$ cat src/pkg/startup_regs.svh
`ifndef STARTUP_REGS_SVH
`define STARTUP_REGS_SVH
`define SU_CTRL_OFS        8'h00
`define SU_LIMIT_OFS       8'h04
`define SU_SETPT_OFS       8'h08
`define SU_HOLD_OFS        8'h0c
`define SU_PV_OFS          8'h10
`define SU_WSP_OFS         8'h14
`define SU_STAT_OFS        8'h18
`define SU_CYC_OFS         8'h1c
`define SU_CTRL_EN_BIT     0
`define SU_CTRL_AUTO_BIT   1
`define SU_CTRL_TUNE_BIT   2
`define SU_LIMIT_RST       16'h0005
`define SU_SETPT_RST       16'h005f
`define SU_HOLD_RST        16'h000a
`define SU_HOLD_MAX        16'h270f
`define SU_CYC_RST         16'h0010
`define SU_BAND_1K         16'h0001
`define SU_DROP_40K        16'h0028
`define SU_MIN_CYC_TICKS   16'h0007
`define SU_SEC_PER_MIN     60
`define SU_CLK_HZ          125000000
`endif

$ cat src/pkg/startup_pkg.sv
package startup_pkg;
  typedef enum logic [1:0] {
    startup_idle_state,
    startup_limited_output_state,
    startup_hold_state,
    startup_tuning_state
  } startup_state_e;
  typedef logic signed [15:0] temp_t;
endpackage : startup_pkg

$ cat src/design/startup_circuit_fsm.sv
// The implementer's own choices: the placing of the registers and the AXI4-Lite register port.
`timescale 1ns/1ps
`include "startup_regs.svh"
module startup_circuit_fsm #(
  parameter longint unsigned TICKS_PER_MIN =
    64'(`SU_CLK_HZ) * 64'(`SU_SEC_PER_MIN)
) (
  input  wire logic        clk,
  input  wire logic        sys_rst,
  input  wire logic [7:0]  s_axi_awaddr,
  input  wire logic        s_axi_awvalid,
  output logic             s_axi_awready,
  input  wire logic [31:0] s_axi_wdata,
  input  wire logic [3:0]  s_axi_wstrb,
  input  wire logic        s_axi_wvalid,
  output logic             s_axi_wready,
  output logic [1:0]       s_axi_bresp,
  output logic             s_axi_bvalid,
  input  wire logic        s_axi_bready,
  input  wire logic [7:0]  s_axi_araddr,
  input  wire logic        s_axi_arvalid,
  output logic             s_axi_arready,
  output logic [31:0]      s_axi_rdata,
  output logic [1:0]       s_axi_rresp,
  output logic             s_axi_rvalid,
  input  wire logic        s_axi_rready,
  input  wire logic [15:0] pid_output,
  output logic [15:0]      limited_output,
  output logic [15:0]      min_cycle_time,
  output startup_pkg::startup_state_e state_out
);
  import startup_pkg::*;

  // Registers written by software, then the state and the tuning flags.
  logic [2:0]  ctrl_r;
  logic [15:0] lim_r, setpt_r, hold_r, pv_r, wsp_r, cyc_r;
  startup_state_e state_r, state_nxt;
  logic        tune_lim_r, tune_d_r;

  // Write channel: take address and data in either order.
  logic        aw_have_r, w_have_r;
  logic [7:0]  aw_r;
  logic [31:0] wd_r;
  logic [3:0]  ws_r;
  wire aw_take = s_axi_awvalid && s_axi_awready;
  wire w_take  = s_axi_wvalid && s_axi_wready;
  wire wr_go   = aw_have_r && w_have_r && !s_axi_bvalid;
  wire [15:0] wlo = {ws_r[1] ? wd_r[15:8] : 8'h00,
                     ws_r[0] ? wd_r[7:0]  : 8'h00};
  wire wr_low = ws_r[0] || ws_r[1];
  wire wr_ok  = aw_r[7:5] == 3'h0 && aw_r[1:0] == 2'h0 &&
                aw_r != `SU_STAT_OFS;

  always_ff @(posedge clk) begin
    if (sys_rst) begin
      aw_have_r     <= 1'b0;
      w_have_r      <= 1'b0;
      aw_r          <= 8'h00;
      wd_r          <= 32'h0;
      ws_r          <= 4'h0;
      s_axi_awready <= 1'b0;
      s_axi_wready  <= 1'b0;
      s_axi_bvalid  <= 1'b0;
      s_axi_bresp   <= 2'h0;
    end else begin
      s_axi_awready <= !aw_have_r && !aw_take;
      s_axi_wready  <= !w_have_r && !w_take;
      if (aw_take) begin
        aw_have_r <= 1'b1;
        aw_r      <= s_axi_awaddr;
      end
      if (w_take) begin
        w_have_r <= 1'b1;
        wd_r     <= s_axi_wdata;
        ws_r     <= s_axi_wstrb;
      end
      if (wr_go) begin
        aw_have_r    <= 1'b0;
        w_have_r     <= 1'b0;
        s_axi_bvalid <= 1'b1;
        s_axi_bresp  <= wr_ok ? 2'h0 : 2'h2;
      end else if (s_axi_bvalid && s_axi_bready) begin
        s_axi_bvalid <= 1'b0;
      end
    end
  end

  wire do_wr = wr_go && wr_ok && wr_low;
  wire [15:0] hold_in = (wlo > `SU_HOLD_MAX) ? `SU_HOLD_MAX : wlo;

  always_ff @(posedge clk) begin
    if (sys_rst) begin
      ctrl_r  <= 3'h0;
      lim_r   <= `SU_LIMIT_RST;
      setpt_r <= `SU_SETPT_RST;
      hold_r  <= `SU_HOLD_RST;
      pv_r    <= 16'h0;
      wsp_r   <= 16'h0;
      cyc_r   <= `SU_CYC_RST;
    end else if (do_wr) begin
      unique case (aw_r)
        `SU_CTRL_OFS:  ctrl_r  <= wlo[2:0];
        `SU_LIMIT_OFS: lim_r   <= wlo;
        `SU_SETPT_OFS: setpt_r <= wlo;
        `SU_HOLD_OFS:  hold_r  <= hold_in;
        `SU_PV_OFS:    pv_r    <= wlo;
        `SU_WSP_OFS:   wsp_r   <= wlo;
        `SU_CYC_OFS:   cyc_r   <= wlo;
        default:       ctrl_r  <= ctrl_r;
      endcase
    end
  end

  // Read channel: one-cycle decode, data held until rready.
  logic [31:0] rd_mux;
  wire rd_ok = s_axi_araddr[7:5] == 3'h0 && s_axi_araddr[1:0] == 2'h0;
  always_comb begin
    unique case (s_axi_araddr)
      `SU_CTRL_OFS:  rd_mux = {29'h0, ctrl_r};
      `SU_LIMIT_OFS: rd_mux = {16'h0, lim_r};
      `SU_SETPT_OFS: rd_mux = {16'h0, setpt_r};
      `SU_HOLD_OFS:  rd_mux = {16'h0, hold_r};
      `SU_PV_OFS:    rd_mux = {16'h0, pv_r};
      `SU_WSP_OFS:   rd_mux = {16'h0, wsp_r};
      `SU_STAT_OFS:  rd_mux = {29'h0, tune_lim_r, 2'(state_r)};
      `SU_CYC_OFS:   rd_mux = {16'h0, cyc_r};
      default:       rd_mux = 32'h0;
    endcase
  end

  always_ff @(posedge clk) begin
    if (sys_rst) begin
      s_axi_arready <= 1'b0;
      s_axi_rvalid  <= 1'b0;
      s_axi_rdata   <= 32'h0;
      s_axi_rresp   <= 2'h0;
    end else begin
      s_axi_arready <= !s_axi_rvalid && !(s_axi_arvalid && s_axi_arready);
      if (s_axi_arvalid && s_axi_arready) begin
        s_axi_rvalid <= 1'b1;
        s_axi_rdata  <= rd_mux;
        s_axi_rresp  <= rd_ok ? 2'h0 : 2'h2;
      end else if (s_axi_rvalid && s_axi_rready) begin
        s_axi_rvalid <= 1'b0;
      end
    end
  end

  // Control quantities; temperatures are signed whole kelvin.
  temp_t pv, wa, w, tgt;
  assign pv = temp_t'(pv_r);
  assign wa = temp_t'(setpt_r);
  assign w  = temp_t'(wsp_r);
  assign tgt = (w < wa) ? w : wa;
  wire enabled  = ctrl_r[`SU_CTRL_EN_BIT] && ctrl_r[`SU_CTRL_AUTO_BIT];
  wire tune_req = ctrl_r[`SU_CTRL_TUNE_BIT];
  wire tune_end = tune_d_r && !tune_req;
  wire wa_below = wa < w;
  wire near_tgt = pv > tgt - temp_t'(`SU_BAND_1K) && pv <= tgt;
  // The deviation is taken against the active start-up target, which is
  // what the loop regulates to; against the working set-point the hold exit
  // after tuning could never be reached.
  wire dev_small = (pv > tgt - temp_t'(`SU_BAND_1K)) &&
                   (pv < tgt + temp_t'(`SU_BAND_1K));
  wire big_drop = pv < tgt - temp_t'(`SU_DROP_40K);
  wire hold_done;

  startup_min_timer #(
    .TICKS_PER_MIN (TICKS_PER_MIN)
  ) u_timer (
    .clk     (clk),
    .sys_rst (sys_rst),
    .run     (state_r == startup_hold_state),
    .limit   (hold_r),
    .expired (hold_done)
  );

  // Power-on enters limited state once when started below the start-up set-point, itself below the working set-point.
  logic armed_r;
  always_comb begin
    state_nxt = state_r;
    if (!enabled) begin
      state_nxt = startup_idle_state;
    end else if (tune_req && state_r != startup_tuning_state) begin
      state_nxt = startup_tuning_state;
    end else begin
      unique case (state_r)
        startup_idle_state: begin
          if (armed_r && pv < wa && wa_below)
            state_nxt = startup_limited_output_state;
          else if (big_drop)
            state_nxt = startup_limited_output_state;
        end
        startup_limited_output_state: begin
          if (near_tgt && wa_below)
            state_nxt = startup_hold_state;
          else if (near_tgt)
            state_nxt = startup_idle_state;
        end
        startup_hold_state: begin
          if (big_drop)
            state_nxt = startup_limited_output_state;
          else if (!wa_below)
            state_nxt = startup_idle_state;
          else if (hold_done)
            state_nxt = startup_idle_state;
        end
        startup_tuning_state: begin
          if (!tune_end)
            state_nxt = state_r;
          else if (pv > tgt)
            state_nxt = startup_idle_state;
          else if (dev_small && wa_below)
            state_nxt = startup_hold_state;
          else if (dev_small)
            state_nxt = startup_idle_state;
          else
            state_nxt = startup_limited_output_state;
        end
      endcase
    end
  end

  wire limiting = state_r == startup_limited_output_state ||
                  (state_r == startup_tuning_state && tune_lim_r);
  wire [15:0] quarter = {2'b00, cyc_r[15:2]};

  always_ff @(posedge clk) begin
    if (sys_rst) begin
      state_r        <= startup_idle_state;
      armed_r        <= 1'b1;
      tune_d_r       <= 1'b0;
      tune_lim_r     <= 1'b0;
      limited_output <= 16'h0;
      min_cycle_time <= 16'h0;
      state_out      <= startup_idle_state;
    end else begin
      state_r   <= state_nxt;
      state_out <= state_nxt;
      tune_d_r  <= tune_req && enabled;
      if (!enabled)
        armed_r <= 1'b1;
      else if (state_r == startup_idle_state)
        armed_r <= 1'b0;
      if (state_nxt == startup_tuning_state &&
          state_r != startup_tuning_state)
        tune_lim_r <= state_r == startup_limited_output_state;
      limited_output <= (limiting && pid_output > lim_r) ?
                        lim_r : pid_output;
      if (state_nxt == startup_limited_output_state)
        min_cycle_time <= (quarter > `SU_MIN_CYC_TICKS) ?
                          quarter : 16'(`SU_MIN_CYC_TICKS);
      else
        min_cycle_time <= cyc_r;
    end
  end

  chk_reset_idle: assert property (
    @(posedge clk) sys_rst |=> state_r == startup_idle_state)
    else $error("state not idle after reset");
  chk_disable_idle: assert property (
    @(posedge clk) disable iff (sys_rst)
    !enabled |=> state_r == startup_idle_state)
    else $error("disabled circuit not idle");
  chk_cap_output: assert property (
    @(posedge clk) disable iff (sys_rst)
    limiting |=> limited_output <= $past(lim_r))
    else $error("output cap not applied");
  chk_low_passes: assert property (
    @(posedge clk) disable iff (sys_rst)
    pid_output <= lim_r |=> limited_output == $past(pid_output))
    else $error("low output altered");
  chk_quarter_cyc: assert property (
    @(posedge clk) disable iff (sys_rst)
    state_r == startup_limited_output_state |->
    min_cycle_time >= 16'(`SU_MIN_CYC_TICKS))
    else $error("cycle time below floor");
  chk_hold_entry: assert property (
    @(posedge clk) disable iff (sys_rst)
    enabled && !tune_req && state_r == startup_limited_output_state &&
    near_tgt && wa_below |=> state_r == startup_hold_state)
    else $error("hold not entered");
  chk_hold_cancel: assert property (
    @(posedge clk) disable iff (sys_rst)
    enabled && !tune_req && state_r == startup_hold_state && !big_drop &&
    !wa_below |=> state_r == startup_idle_state)
    else $error("hold not cancelled");
  chk_restart_drop: assert property (
    @(posedge clk) disable iff (sys_rst)
    enabled && !tune_req && state_r != startup_tuning_state && big_drop
    |=> state_r == startup_limited_output_state)
    else $error("no restart on drop");
  chk_tune_hold: assert property (
    @(posedge clk) disable iff (sys_rst)
    enabled && state_r == startup_tuning_state && tune_end &&
    pv <= tgt && dev_small && wa_below |=> state_r == startup_hold_state)
    else $error("hold not entered after tuning");
  cov_tune_limited: cover property (@(posedge clk)
    state_r == startup_tuning_state && tune_lim_r);
  cov_hold: cover property (@(posedge clk)
    state_r == startup_hold_state ##1 state_r == startup_idle_state);
  cov_tune: cover property (@(posedge clk)
    state_r == startup_tuning_state ##1 state_r == startup_hold_state);
  cov_restart: cover property (@(posedge clk)
    state_r == startup_idle_state ##1
    state_r == startup_limited_output_state);
endmodule : startup_circuit_fsm

$ cat src/design/startup_min_timer.sv
`timescale 1ns/1ps
`include "startup_regs.svh"
// Counts hold minutes; one tick pulse per minute of clock cycles.
// A minute of scan clock does not fit 32 bits, hence the wide parameter.
module startup_min_timer #(
  parameter longint unsigned TICKS_PER_MIN =
    64'(`SU_CLK_HZ) * 64'(`SU_SEC_PER_MIN)
) (
  input  wire logic        clk,
  input  wire logic        sys_rst,
  input  wire logic        run,
  input  wire logic [15:0] limit,
  output logic             expired
);
  logic [39:0] pre_r;
  logic [15:0] min_r;
  wire         tick = (pre_r == 40'(TICKS_PER_MIN - 1));
  always_ff @(posedge clk) begin
    if (sys_rst || !run) begin
      pre_r <= 40'h0;
      min_r <= 16'h0;
    end else begin
      pre_r <= tick ? 40'h0 : pre_r + 40'h1;
      if (tick && min_r != 16'hffff)
        min_r <= min_r + 16'h1;
    end
  end
  assign expired = run && (min_r >= limit);
endmodule : startup_min_timer

$ cat config.mk
export PLATFORM = sky130hd
export DESIGN_NAME = startup_circuit_fsm
export DESIGN_NICKNAME = d
export VERILOG_FILES = /design/src/pkg/startup_pkg.sv /design/src/design/startup_circuit_fsm.sv /design/src/design/startup_min_timer.sv
export VERILOG_INCLUDE_DIRS = /design/src /design/src/pkg
export SDC_FILE = /design/constraint.sdc
export NUM_CORES = 1
export LEC_CHECK = 0
export ABC_AREA = 1
export BUFFER_PORTS_ARGS = -buffer_cell sky130_fd_sc_hd__clkbuf_2
export CAP_MARGIN = 20
export CELL_PAD_IN_SITES_DETAIL_PLACEMENT = 0
export CELL_PAD_IN_SITES_GLOBAL_PLACEMENT = 1
export CORE_ASPECT_RATIO = 0.8
export CORE_MARGIN = 2
export CORE_UTILIZATION = 43
export CTS_CLUSTER_DIAMETER = 30
export DETAILED_ROUTE_END_ITERATION = 12
export GPL_TIMING_DRIVEN = 0
export PLACE_DENSITY_LB_ADDON = 0.1
export SYNTH_ARGS = -nofsm -noshare
export SYNTH_HDL_FRONTEND = slang
export SYNTH_SLANG_ARGS = --single-unit
$ cat constraint.sdc
create_clock -name clk -period 6.2 [get_ports clk]
set_input_delay 0.93 -clock clk [delete_from_list [all_inputs] [get_ports clk]]
set_output_delay 0.93 -clock clk [all_outputs]
set_load 0.05 [all_outputs]
# After elaboration in Yosys (flattened, before gate mapping)
# Index checks and enable logic that the tools add are counted.
[totals]
register_bits = 261
latch_bits = 0
ramBits = 0
romBits = 0
in_bits = 75
wordCells = 157
n_memories = 0
[op_classes]
add_sub_neg = 5
multipliers = 0
div = 0
order_cmp = 12
eq_ne = 22
shift = 0
muxes = 28
bitwise_logic = 1
reduce_logical = 61
[ops]
columns = ["operator", "n"]
rows = [
  ["16-bit one-hot mux with 8 select lines", 1],
  ["16-bit < comparator", 5],
  ["16-bit 2-to-1 mux", 4],
  ["8-bit by 5-bit equality test with 1-bit output, second input constant", 7],
  ["16-bit greater-than comparator", 3],
  ["40-bit by 1-bit adder with 40-bit output, second input constant", 1],
  ["40-bit by 33-bit equality test with 1-bit output, second input constant", 1],
  ["8-bit by 4-bit equality test with 1-bit output, second input constant", 4],
  ["1-bit logical AND", 30],
  ["2-bit 2-to-1 mux", 14],
  ["16-bit by 1-bit adder with 16-bit output, second input constant", 1],
  ["16-bit by 2-bit adder with 16-bit output, second input constant", 1],
  ["8-bit by 3-bit equality test with 1-bit output, second input constant", 2],
  ["16-bit >= comparator", 1],
  ["16-bit by 14-bit greater-than comparator with 1-bit output, second input constant", 1],
  ["16-bit <= comparator", 1],
  ["8-bit logical NOT", 2],
  ["8-bit 2-to-1 mux", 2],
  ["16-bit != test, second input constant", 1],
  ["16-bit by 2-bit subtractor with 16-bit output, second input constant", 1],
  ["16-bit by 7-bit subtractor with 16-bit output, second input constant", 1],
  ["14-bit by 3-bit greater-than comparator with 1-bit output, second input constant", 1],
  ["14-bit 2-to-1 mux", 1],
  ["2-bit AND reduction", 7],
  ["13 further kinds", 36],
]

# Logic depth before layout (Yosys ltp)
[depth]
word_depth = 14
depth_mapped = 45
mapped_depth_nobuf = 43

# Cells and area by module
# From an unflattened synthesis, not the netlist that was laid out.
[hier_totals]
cells_unflattened = 2122
area_unflattened_um2 = 14752.9
[by_module_without_submodules]
columns = ["mod", "instances", "cells_per_inst", "area_each_um2"]
rows = [
  ["startup_circuit_fsm", 1, 1539, 11041.8],
  ["startup_min_timer", 1, 583, 3711.1],
]

# Worst setup path before layout
# Ideal clock, no wire load.
[synth_timing]
path_type = "reg2reg"
start = "register wsp_r[15], in the netlist w[15]"
end = "register min_cycle_time[10]"
setup_time_ns = 0.113
arrival_ns = 4.937
path_slack_ns = 1.150
path_stages_with_launch = 37
path_buffers = 2
path_cell_list = "dfxtp_1 > inv_1 > ha_1 > nand2_1 > o21bai_1 > nand2_1 > a21oi_2 > nand3_2 > nand3_2 > buf_6 > inv_2 > o21ai_1 > ha_1 > nand4_1 > nor2_1 > nand3_1 > nor2_1 > xor2_1 > ha_1 > nand2_1 > o21a_1 > o211ai_1 > a21oi_1 > xor2_1 > a21boi_0 > o211ai_1 > nor2_1 > nand2_1 > nand2_1 > nand2_1 > nand2_2 > nand2_4 > nand3_4 > buf_6 > nand2_1 > nand2_1 > nor2_1"
[synth_via]
elab_chain_len = 14
word_cells_on_any_way = 31
cone_classes = "add/sub (3); order compare (7); eq/ne (1); mux (15); reduce/logical (5)"
[synth_lines]
columns = ["element", "line_no", "rtl"]
rows = [
  ["start, declared", "startup_circuit_fsm.sv:36", "logic [15:0] lim_r, setpt_r, hold_r, pv_r, wsp_r, cyc_r;"],
  ["start signal, assigned", "startup_circuit_fsm.sv:107", "`SU_WSP_OFS: wsp_r <= wlo;"],
  ["16-bit < comparator", "startup_circuit_fsm.sv:154", "assign tgt = (w < wa) ? w : wa;"],
  ["16-bit 2-to-1 mux", "startup_circuit_fsm.sv:154", ""],
  ["16-bit by 2-bit subtractor with 16-bit output or 16-bit by 2-bit adder with 16-bit output (tied branches)", "startup_circuit_fsm.sv:159, startup_circuit_fsm.sv:163, startup_circuit_fsm.sv:164", ""],
  ["16-bit greater-than comparator or 16-bit < comparator (tied branches)", "startup_circuit_fsm.sv:159, startup_circuit_fsm.sv:163, startup_circuit_fsm.sv:164", ""],
  ["1-bit logical AND", "startup_circuit_fsm.sv:163", "wire dev_small = (pv > tgt - temp_t'(`SU_BAND_1K)) &&"],
  ["1-bit 2-to-1 mux or 1-bit logical AND (tied branches)", "startup_circuit_fsm.sv:215, startup_circuit_fsm.sv:213", ""],
  ["2-bit 2-to-1 mux", "startup_circuit_fsm.sv:213", "else if (dev_small && wa_below)"],
  ["2-bit 2-to-1 mux", "startup_circuit_fsm.sv:211", "else if (pv > tgt)"],
  ["2-bit 2-to-1 mux", "startup_circuit_fsm.sv:209", "if (!tune_end)"],
  ["2-bit one-hot mux with 4 select lines (*)", "startup_circuit_fsm.sv:187", "unique case (state_r)"],
  ["2-bit 2-to-1 mux (*)", "startup_circuit_fsm.sv:184", "end else if (tune_req && state_r != startup_tuning_state) begin"],
  ["2-bit 2-to-1 mux (*)", "startup_circuit_fsm.sv:182", "if (!enabled) begin"],
  ["2-bit by 1-bit equality test with 1-bit output (*)", "startup_circuit_fsm.sv:250", "if (state_nxt == startup_limited_output_state)"],
  ["16-bit 2-to-1 mux (*)", "startup_circuit_fsm.sv:250", ""],
  ["end signal, assigned", "startup_circuit_fsm.sv:251", "min_cycle_time <= (quarter > `SU_MIN_CYC_TICKS) ?"],
  ["end signal, assigned", "startup_circuit_fsm.sv:254", "min_cycle_time <= cyc_r;"],
  ["end, declared", "startup_circuit_fsm.sv:29", "output logic [15:0] min_cycle_time,"],
]
# Every way passes the cells marked *; elsewhere a longest branch is shown, timed or not.
# A chain may end at the register's enable or synchronous reset.

# Worst setup path in the final report
[layout_timing]
start = "register wsp_r[9], in the netlist w[9]"
end = "register min_cycle_time[11]"
# Same word-level chain as after synthesis.

==> results.sh <==
export IMPL_status="completed"
export IMPL_cp_start_kind="flop"
export IMPL_rows=59
export IMPL_fin_util=0.539
export IMPL_grt_pass1_wl_um=74700
export IMPL_p_leak_nw=7.82
export IMPL_cellPowerDensity_nw_per_um2=281
export IMPL_path_buf_inv=5
export IMPL_dr_pass1_iters=5
export IMPL_vias=14021
export IMPL_end_kind="flop"
export IMPL_fin_tns_setup_ns=0
export IMPL_critical_path_depth=39
export IMPL_root_buffer="clkbuf_16"
export IMPL_max_cap_violations=0
export IMPL_critPathTopFamily="simple AND/OR/NAND/NOR gates"
export IMPL_grt_pass1_vias=13020
export IMPL_place_ws_ns=-0.819
export IMPL_synth_edff_count=0
export IMPL_place_area_um2=15200
export IMPL_clockBufferDepth=3
export IMPL_cpPeakStageDelay_ns=0.38
export IMPL_clk_latency_ns=0.57
export IMPL_tightest_slew_ns=0.979
export IMPL_critical_path_slowest_cell="ha_1"
export IMPL_track_usage=0.283
export IMPL_post_route_period_util=0.950
export IMPL_numClockSinks=243
export IMPL_syn_inst=1963
export IMPL_synth_cell_types=55
export IMPL_finalCriticalPeriod_ns=5.89
export IMPL_die_height_um=166
export IMPL_hold_depth=1
export IMPL_synthFlopType="dfxtp_1"
export IMPL_worstPathArrival_ns=6.35
export IMPL_grt_max_degree=15
export IMPL_antenna_cells=0
export IMPL_path_common_cell="nand2_1"
export IMPL_ys_warn_count=0
export IMPL_path_class="flop to flop"
export IMPL_ys_seq_elements=243
export IMPL_io_pin_count=150
export IMPL_hold_path_class="flop to flop"
export IMPL_worstPathMaxFanout=10
export IMPL_cts_buffers=54
export IMPL_port_buffers=112
export IMPL_dp_hpwl_um=38100
export IMPL_power_mw=4.89
export IMPL_setup_ws_ns=0.313
export IMPL_hold_viol=0
export IMPL_relSlewSlack=0.342
export IMPL_yosysSeqAreaShare=0.346
export IMPL_r2r_cells=39
export IMPL_start_util=0.434
export IMPL_finalWirelength_um=48800
export IMPL_routedWlPerCell_um=18.6
export IMPL_maxSlewViolCount=0
export IMPL_finalNonFillerCells=2631
export IMPL_synth_area_per_cell_um2=7.15
export IMPL_fin_skew_ns=0.0301
export IMPL_syn_to_final_growth_pct=24.2
export IMPL_htree_levels=2
export IMPL_ant_nets=0
export IMPL_largest_reg_flops=40
export IMPL_synthArstFlopShare=0
export IMPL_cp_required_ns=6.66
export IMPL_die_area_um2=34100
export IMPL_drc_errors=0
export IMPL_layout_common_cells="nand2_1 (304), inv_1 (268), dfxtp_1 (242)"
export IMPL_path_clk_slew_ns=0.06
export IMPL_setup_viol=0
export IMPL_cts_tree="built"
export IMPL_final_common_cell="nand2_1"
export IMPL_syn_area_um2=14000
export IMPL_place_congestion=0.979
export IMPL_fin_nets=2355
export IMPL_drtIter0Drc=1184
export IMPL_drive_above_1_share=0.148
export IMPL_fp_coreArea_um2=32300
export IMPL_vias_per_cell=5.33
export IMPL_die_w_um=206
export IMPL_irDropWorstVdd_uv=285
export IMPL_fin_hold_ws_ns=0.434
export IMPL_overflow=0
export IMPL_regMostFlops="u_timer.pre_r"
export IMPL_antenna_found_initial=1
export IMPL_ctsHoldBuffers=0
export IMPL_place_inst=2519
export IMPL_stdcell_area_um2=17400
export IMPL_fmax_mhz=170
-- cell families (layout without fill, tap and decap cells) --
logic type	Yosys count	count (layout)	share of synthesized area
buf+inv	356	580	0.102
xor+xnor	38	38	0.0237
fa+ha+maj	121	121	0.108
flops	243	243	0.346
simple gates	706	706	0.226
other cells	1	18	0.000267
compound gates	498	498	0.195
-- layer usage --
| layer | vias up | track usage | wire length, µm |
|---|---|---|---|
| met3 | 69 | 0.0553 | 3910 |
| met4 | 0 | 0.0661 | 935 |
| met2 | 509 | 0.413 | 20200 |
| li1 | 6945 | - | - |
| met5 | - | 0 | 0 |
| met1 | 6498 | 0.426 | 23700 |
-- cells in the mapped netlist (19+ instances only) --
master | count | area share
nand2_1 | 306 | 0.082
inv_1 | 268 | 0.072
dfxtp_1 | 243 | 0.35
a21oi_1 | 222 | 0.079
nor2_1 | 192 | 0.051
o21ai_0 | 175 | 0.062
ha_1 | 121 | 0.11
clkbuf_1 | 52 | 0.014
nor3_1 | 52 | 0.019
nand3_1 | 49 | 0.017
nand4_1 | 37 | 0.016
xor2_1 | 32 | 0.020
o22ai_1 | 25 | 0.011
buf_4 | 19 | 0.010
-- final timing paths --
check	startpoint	to	slack (ns)
worst max-delay path	w[9]	min_cycle_time[11]	0.31
worst min-delay path	w_have_r	s_axi_wready	0.43
worst max register to register	w[9]	min_cycle_time[11]	0.31
worst min register to register	w_have_r	s_axi_wready	0.43
-- cell type report --
| type | instances | area, µm² |
|---|---|---|
| Clock buffer | 71 | 1540 |
| Fill cell | 3214 | 14900 |
| Timing Repair Buffer | 123 | 643 |
| Tap cell | 427 | 534 |
| Buffer | 78 | 395 |
| Inverter | 278 | 1050 |
| Sequential cell | 243 | 4870 |
| Multi-Input combinational cell | 1381 | 8000 |
| Clock inverter | 30 | 423 |
-- power by group --
group,internal [mW],switching (mW)
registers,1.59,0.00997
clock network,2.08,0.955
logic,0.0770,0.187
-- what timing repair did --
action                                  CTS  global route
pin swaps                                 1             7
cloned                                    0             0
gates resized for setup                  18            30
endpoints found under the hold margin     0             0
setup buffers                             0            10
endpoints found under the setup margin   19            18
No activity file was read; power rests on OpenSTA's default activity.
